===== config.mk =====
export PLATFORM = sky130hd
export DESIGN_NAME = system_reset_sequencer
export DESIGN_NICKNAME = d
export VERILOG_FILES = /design/src/inc/rst_seq_pkg.sv /design/src/hdl/system_reset_sequencer.sv
export SDC_FILE = /design/constraint.sdc
export NUM_CORES = 1
export LEC_CHECK = 0
export BUFFER_PORTS_ARGS = -buffer_cell sky130_fd_sc_hd__buf_2
export CAP_MARGIN = 0
export CORE_ASPECT_RATIO = 1.25
export CORE_MARGIN = 10
export CORE_UTILIZATION = 40
export CTS_CLUSTER_SIZE = 16
export DETAILED_ROUTE_END_ITERATION = 16
export GPL_TIMING_DRIVEN = 0
export PLACE_DENSITY = 0.73
export REMOVE_ABC_BUFFERS = 1
export SLEW_MARGIN = 20
export SYNTH_ARGS = -nofsm -noshare
export SYNTH_HDL_FRONTEND = slang
export SYNTH_SLANG_ARGS = --single-unit

===== constraint.sdc =====
create_clock -name ref_clk_i -period 1.81 [get_ports ref_clk_i]
set_input_delay 0.362 -clock ref_clk_i [delete_from_list [all_inputs] [get_ports ref_clk_i]]
set_output_delay 0.362 -clock ref_clk_i [all_outputs]
set_load 0.02 [all_outputs]

===== src/inc/rst_seq_pkg.sv =====
// constants, types and register map of the system reset sequencer
package rst_seq_pkg;
  localparam int          NUM_SRC      = 8;
  localparam int          ADDR_W       = 4;
  // source indices
  localparam int          SRC_POR      = 0;
  localparam int          SRC_PIN      = 1;
  localparam int          SRC_CMP      = 2;
  localparam int          SRC_SW       = 3;
  localparam int          SRC_SUPPLY   = 4;
  localparam int          SRC_WDOG     = 5;
  localparam int          SRC_MCLK     = 6;
  localparam int          SRC_FLASH    = 7;
  // register byte addresses
  localparam logic [3:0]  ADR_CTRL     = 4'h0;
  localparam logic [3:0]  ADR_STATUS   = 4'h4;
  localparam logic [3:0]  ADR_CAUSE    = 4'h8;
  // control bits
  localparam int          CTRL_SWRST   = 0;
  localparam int          CTRL_RETAIN  = 1;
  localparam int          CTRL_WDOG_EN = 2;
  // reset values
  localparam logic [15:0] PC_RESET     = 16'h0000;
  localparam logic [7:0]  PORT_LATCH_RST = 8'hff;
  localparam logic [7:0]  PORT_CFG_RST = 8'h00;
  localparam logic [11:0] DAC_RST      = 12'h000;
  localparam logic [1:0]  CLK_SRC_HFOSC0 = 2'h0;
  localparam logic [2:0]  CLK_DIV_RST  = 3'h3;   // divide by 8
  // hold time in reset, at 125 MHz
  localparam int          HOLD_NS      = 80;
  localparam int          CLK_PERIOD_NS = 8;
  localparam logic [3:0]  HOLD_CYC     =
    4'((HOLD_NS + CLK_PERIOD_NS - 1) / CLK_PERIOD_NS);

  typedef enum logic [1:0] {
    ST_RUN   = 2'b00,
    ST_HOLD  = 2'b01,
    ST_EXIT  = 2'b11
  } seq_state_e;

  typedef struct packed {
    logic [7:0]  latch;
    logic [7:0]  cfg;
    logic        pullup_en;
  } port_s;

  typedef struct packed {
    logic [1:0]  src;
    logic [2:0]  div;
  } clk_sel_s;
endpackage


===== src/hdl/system_reset_sequencer.sv =====
// system reset sequencer with wishbone register slave
`timescale 1ns/1ps
`default_nettype none
module system_reset_sequencer
  import rst_seq_pkg::*;
(
  input  wire logic              ref_clk_i,
  input  wire logic              rst_b_i,
  input  wire logic              por_i,
  input  wire logic              reset_pin_n_i,
  input  wire logic              cmp_trip_i,
  input  wire logic              supply_low_i,
  input  wire logic              wdog_ovf_i,
  input  wire logic              clk_missing_i,
  input  wire logic              flash_err_i,
  input  wire logic              wb_cyc_i,
  input  wire logic              wb_stb_i,
  input  wire logic              wb_we_i,
  input  wire logic [ADDR_W-1:0] wb_adr_i,
  input  wire logic [3:0]        wb_sel_i,
  input  wire logic [31:0]       wb_dat_i,
  output logic      [31:0]       wb_dat_o,
  output logic                   wb_ack_o,
  output logic                   core_halt_o,
  output logic                   sys_reset_o,
  output logic                   irq_enable_o,
  output logic                   timer_enable_o,
  output logic                   ram_enable_o,
  output port_s                  port_o,
  output logic [11:0]            dac_o,
  output logic                   vref_en_o,
  output logic                   reset_pin_n_o,
  output logic                   reset_pin_n_oe_o,
  output logic [15:0]            program_counter_o,
  output clk_sel_s               clk_sel_o,
  output logic                   supervisory_timer_en_o
);

  typedef struct packed {
    seq_state_e          st;
    logic [3:0]          cnt;
    logic [NUM_SRC-1:0]  s1;
    logic [NUM_SRC-1:0]  s2;
    logic [NUM_SRC-1:0]  cause;
    logic                pin_drive;
    logic                pd1;
    logic                pd2;
    logic                swrst;
    logic                retain;
    logic                wdog_en;
    logic                irq_en;
    logic                tmr_en;
    port_s               port;
    logic [11:0]         dac;
    logic                vref;
    logic [15:0]         pc;
    clk_sel_s            clk;
    logic                halt;
    logic                ack;
    logic [31:0]         rdat;
  } state_s;

  state_s r;
  state_s nxt;

  logic [NUM_SRC-1:0] src_raw;
  assign src_raw = {flash_err_i, clk_missing_i, wdog_ovf_i, supply_low_i,
                    1'b0, cmp_trip_i, ~reset_pin_n_i, por_i};

  function automatic logic is_por(input logic [NUM_SRC-1:0] s);
    return s[SRC_POR];
  endfunction

  function automatic logic hit(input logic [ADDR_W-1:0] a,
                               input logic [3:0] ref_a);
    return a == ref_a;
  endfunction

  logic [NUM_SRC-1:0] req;
  logic               bus_req;

  always_comb begin
    nxt     = r;
    bus_req = wb_cyc_i & wb_stb_i & ~r.ack;
    req     = r.s2;
    req[SRC_SW] = r.swrst;
    // our own pin drive comes back through the synchroniser; without this
    // mask a power-on hold would retrigger itself and never exit
    req[SRC_PIN] = r.s2[SRC_PIN] & ~r.pd2;
    nxt.s1  = src_raw;
    nxt.s2  = r.s1;
    nxt.pd1 = r.pin_drive;
    nxt.pd2 = r.pd1;
    nxt.ack = bus_req;
    // wishbone: one wait state, ack for a single cycle
    nxt.rdat = 32'h0;
    if (bus_req && !wb_we_i) begin
      if (hit(wb_adr_i, ADR_CTRL))
        nxt.rdat = {29'h0, r.wdog_en, r.retain, r.swrst};
      else if (hit(wb_adr_i, ADR_STATUS))
        nxt.rdat = {30'h0, r.halt, r.pin_drive};
      else if (hit(wb_adr_i, ADR_CAUSE))
        nxt.rdat = {24'h0, r.cause};
    end
    if (bus_req && wb_we_i && wb_sel_i[0] && hit(wb_adr_i, ADR_CTRL)) begin
      nxt.swrst   = wb_dat_i[CTRL_SWRST];
      nxt.retain  = wb_dat_i[CTRL_RETAIN];
      nxt.wdog_en = wb_dat_i[CTRL_WDOG_EN];
    end
    unique case (r.st)
      ST_RUN: begin
        nxt.halt = 1'b0;
        nxt.pc   = r.pc + 16'h0001;
        if (|req) begin
          nxt.st    = ST_HOLD;
          nxt.cnt   = HOLD_CYC;
          nxt.cause = req;
        end
      end
      ST_HOLD: begin
        nxt.halt   = 1'b1;
        nxt.irq_en = 1'b0;
        nxt.tmr_en = 1'b0;
        nxt.swrst  = 1'b0;
        nxt.cause  = r.cause | req;
        // reset pin pulled only by supply or power-on, not watchdog
        nxt.pin_drive = r.cause[SRC_SUPPLY] | is_por(r.cause);
        if (!r.retain || is_por(r.cause)) begin
          nxt.port.latch     = PORT_LATCH_RST;
          nxt.port.cfg       = PORT_CFG_RST;
          nxt.port.pullup_en = 1'b1;
          nxt.dac            = DAC_RST;
          nxt.vref           = 1'b0;
        end
        if (is_por(r.cause))
          nxt.retain = 1'b0;
        // stay while any source is still active
        if (|req)
          nxt.cnt = HOLD_CYC;
        else if (r.cnt != 4'h0)
          nxt.cnt = r.cnt - 4'h1;
        else
          nxt.st = ST_EXIT;
      end
      ST_EXIT: begin
        nxt.pin_drive = 1'b0;
        nxt.pc        = PC_RESET;
        nxt.clk.src   = CLK_SRC_HFOSC0;
        nxt.clk.div   = CLK_DIV_RST;
        nxt.wdog_en   = 1'b1;
        nxt.halt      = 1'b0;
        nxt.st        = ST_RUN;
      end
      default: nxt.st = ST_HOLD;
    endcase
  end

  always_ff @(posedge ref_clk_i) begin
    if (!rst_b_i) begin
      // external reset acts as power-on
      r           <= '0;
      r.st        <= ST_HOLD;
      r.cnt       <= HOLD_CYC;
      r.cause     <= 8'h01;
      r.halt      <= 1'b1;
      r.pin_drive <= 1'b1;
      r.port      <= '{PORT_LATCH_RST, PORT_CFG_RST, 1'b1};
      r.clk       <= '{CLK_SRC_HFOSC0, CLK_DIV_RST};
    end else begin
      r <= nxt;
    end
  end

  assign wb_dat_o               = r.rdat;
  assign wb_ack_o               = r.ack;
  assign core_halt_o            = r.halt;
  assign sys_reset_o            = r.halt;
  assign irq_enable_o           = r.irq_en;
  assign timer_enable_o         = r.tmr_en;
  assign ram_enable_o           = ~r.halt;
  assign port_o                 = r.port;
  assign dac_o                  = r.dac;
  assign vref_en_o              = r.vref;
  assign reset_pin_n_o          = 1'b0;
  assign reset_pin_n_oe_o       = r.pin_drive;
  assign program_counter_o      = r.pc;
  assign clk_sel_o              = r.clk;
  assign supervisory_timer_en_o = r.wdog_en;

endmodule
`default_nettype wire


==> impl_metrics.env <==
export IMPL_hold_viol=0
export IMPL_cts_root_buf="clkbuf_8"
export IMPL_layout_nets=435
export IMPL_yosys_area_share_simple=0.1997
export IMPL_grt_met2_usage=0.1713
export IMPL_timing_rr_end="program_counter_o[13]"
export IMPL_finalCriticalPeriod_ps=1709
export IMPL_layout_cells_non_filler=473
export IMPL_cap_violations=0
export IMPL_nFillCells=785
export IMPL_tns_ps=0
export IMPL_max_freq_mhz=585.1
export IMPL_tightest_slew_ps=666.1
export IMPL_dieWidth_um=99.24
export IMPL_io_pins=144
export IMPL_r2r_start="r[122]"
export IMPL_core_mm2=0.007702
export IMPL_required_ps=2080
export IMPL_ir_drop_mv=0.4156
export IMPL_synth_area_mm2=0.003139
export IMPL_min_from="reset_pin_n_i"
export IMPL_clkLatencyLatePin_ps=340
export IMPL_tritoncts="yes"
export IMPL_antenna_found_initial=0
export IMPL_yosysTopAreaCellShare=0.3826
export IMPL_grt_first_pass_wirelength_mm=9.929
export IMPL_gp_congestion=0.7851
export IMPL_leakagePower_uw=0.001530
export IMPL_synth_seq_cells=60
export IMPL_setup_viol=0
export IMPL_ant_nets=0
export IMPL_numPortBuffers=49
export IMPL_netlist_instances=349
export IMPL_grt_util_met1=0.09596
export IMPL_ys_warn_count=0
export IMPL_grt_max_degree=47
export IMPL_syn_to_final_growth_pct=3.826
export IMPL_utilization=0.4232
export IMPL_synthArstFlopShare=0
export IMPL_drtPass1Iterations=4
export IMPL_rsz0062_at_grt="false"
export IMPL_status="complete, no violations"
export IMPL_pre_cts_slack_ps=-380.1
export IMPL_clk_pin_slew_worst_paths_ps=70
export IMPL_start_kind="flop"
export IMPL_die_h_um=119.0
export IMPL_hold_end="nxt[102]"
export IMPL_vias=2096
export IMPL_synth_edff_count=0
export IMPL_cts_max_level=3
export IMPL_cts_buffers=9
export IMPL_synth_top_area_cell="dfxtp_1"
export IMPL_synth_common_cells="87 x buf_4, 60 x dfxtp_1, 22 x and2_1"
export IMPL_drc=0
export IMPL_n_antenna_cell=0
export IMPL_syn_avg_cell_area_um2=8.995
export IMPL_drtIter0Drc=78
export IMPL_crit_path_max_fanout=9
export IMPL_synth_cell_types=50
export IMPL_wl_per_cell_um=13.08
export IMPL_rows=36
export IMPL_criticalPathCategory="flop to flop"
export IMPL_timing_final_crit_share=0.9443
export IMPL_slew_violations=0
export IMPL_die_area_mm2=0.01181
export IMPL_overflow=0
export IMPL_reg2regPathDepth=6
export IMPL_fin_skew_ps=9.834
export IMPL_synth_ff_type="dfxtp_1"
export IMPL_synth_area_mux_share=0.02591
export IMPL_synthAdderAreaFrac=0.03587
export IMPL_power_density_mw_per_mm2=873.5
export IMPL_grtUsageMet3=0.06073
export IMPL_fin_ws_ps=100.8
export IMPL_drive_gt1_frac=0.2249
export IMPL_grt_pass1_vias=2179
export IMPL_vias_per_cell=4.431
export IMPL_slew_headroom=0.5558
export IMPL_wl_mm=6.189
export IMPL_placed_cells=455
export IMPL_clockBufferDepth=2
export IMPL_yosysMostFrequentCell="buf_4"
export IMPL_start_util=0.4076
export IMPL_synth_xor_xnor_area_share=0.03069
export IMPL_synth_compound_area_frac=0.08689
export IMPL_crit_arrival_ps=1980
export IMPL_hold_path_class="input pin to flop"
export IMPL_synth_area_leaders="dfxtp_1 38%, buf_4 21%, and2_1 4.4%, ha_1 3.6%, xor2_1 2.8%"
export IMPL_hpwl_mm=4.763
export IMPL_hold_ws_ps=175.0
export IMPL_grt_busiest_layer="met2"
export IMPL_reg2reg_setup_slack_ps=100
export IMPL_hold_depth=2
export IMPL_synth_seq_area_share=0.3826
export IMPL_end_kind="flop"
export IMPL_synth_top_family_by_area="buffers and inverters"
export IMPL_groute_usage_overall=0.09980
export IMPL_cts_sinks=60
[per-stage QoR]
stage,power [uW],cell area (um^2)
detailed placement,1818,3033
global route,2989,3259
CTS,2878,3241
floorplan,1715,2669
global placement,1807,3033
finish,2847,3259
[placed cells by master, fill, tap and decap left out, types with 3 or more instances in the layout]
| master | synthesis | layout |
|---|---|---|
| a21oi_1 | 8 | 8 |
| nand4_1 | 7 | 7 |
| buf_4 | 87 | 3 |
| dfxtp_1 | 60 | 58 |
| nor2b_1 | 4 | 4 |
| nor2_1 | 18 | 18 |
| o21ai_0 | 14 | 14 |
| nand2_1 | 20 | 20 |
| clkbuf_8 | 0 | 11 |
| ha_1 | 9 | 8 |
| conb_1 | 2 | 62 |
| and3_1 | 5 | 5 |
| buf_2 | 1 | 48 |
| mux2i_1 | 7 | 7 |
| xor2_1 | 10 | 10 |
| and2_1 | 22 | 22 |
| inv_1 | 12 | 12 |
| o211ai_1 | 5 | 5 |
| nand3_1 | 5 | 5 |
[state kept, by name, summed over array words and instances (netlist names)]
name / cells
core_halt_o: 1
nxt: 8
program_counter_o: 16
r: 24
reset_pin_n_oe_o: 1
supervisory_timer_en_o: 1
wb_ack_o: 1
wb_dat_o: 8
[critical path: stages (launching register included)]
cell and delay [ps]:
dfxtp_2 370, inv_1 110, ha_4 300, and4b_2 320, nand3_1 90, or3_1 320
a21oi_1 130
[layer usage]
layer | up-vias | part of all wire
li1 | 1062 | -
met5 | - | 0
met2 | 64 | 0.51
met3 | 6 | 0.097
met4 | 0 | 0.011
met1 | 964 | 0.38
[report_power, final]
| part | internal, uW | total (uW) | leakage (uW) | switching (uW) |
|---|---|---|---|---|
| Combinational | 117 | 401 | 0.000952 | 283 |
| Sequential | 1370 | 1410 | 0.000489 | 35.8 |
| Clock | 560 | 1040 | 0.0000893 | 479 |
[timing repair]
action | 4_1_cts | 5_1_grt
gates cloned | 0 | 0
hold buffers | 0 | 0
gates resized for setup | 6 | 4
pin swaps | 0 | 2
setup endpoints to repair | 17 | 20
setup buffers | 2 | 1
[kinds of logic (layout without fill, tap and decap cells)]
kind of cell,after synthesis,in the layout
buffers and inverters,110,79
and+or+nand+nor,107,107
DFF,60,60
AOI/OAI and AO/OA,42,42
xor gates and xnor gates,11,11
adders and majority gates,9,9
muxes,8,8
other,2,62
[final cells by class]
class,instances,area (um^2),area share
Clock buffer,13,158.9,0.04875
Sequential cell,60,1204,0.3693
Tap cell,95,118.9,0.03647
Inverter,12,45.04,0.01382
Timing Repair Buffer,52,270.3,0.08292
Multi-Input combinational cell,239,1453,0.4457
Clock inverter,2,10.01,0.003071
[how the worst max path moves through the flow]
stage / start / endpoint / slack (ps) / cells after the start
5_1_grt: r[122] / program_counter_o[13] / 4 / 6
4_1_cts: r[89] / r[121] / 6 / 4
2_1_floorplan: r[121] / program_counter_o[13] / -20 / 6
3_3_place_gp: r[121] / program_counter_o[6] / -260 / 4
3_5_place_dp: r[121] / program_counter_o[7] / -380 / 4
6_report: r[122] / program_counter_o[13] / 100 / 6
Note: power is estimated with default switching activity, not from simulation.
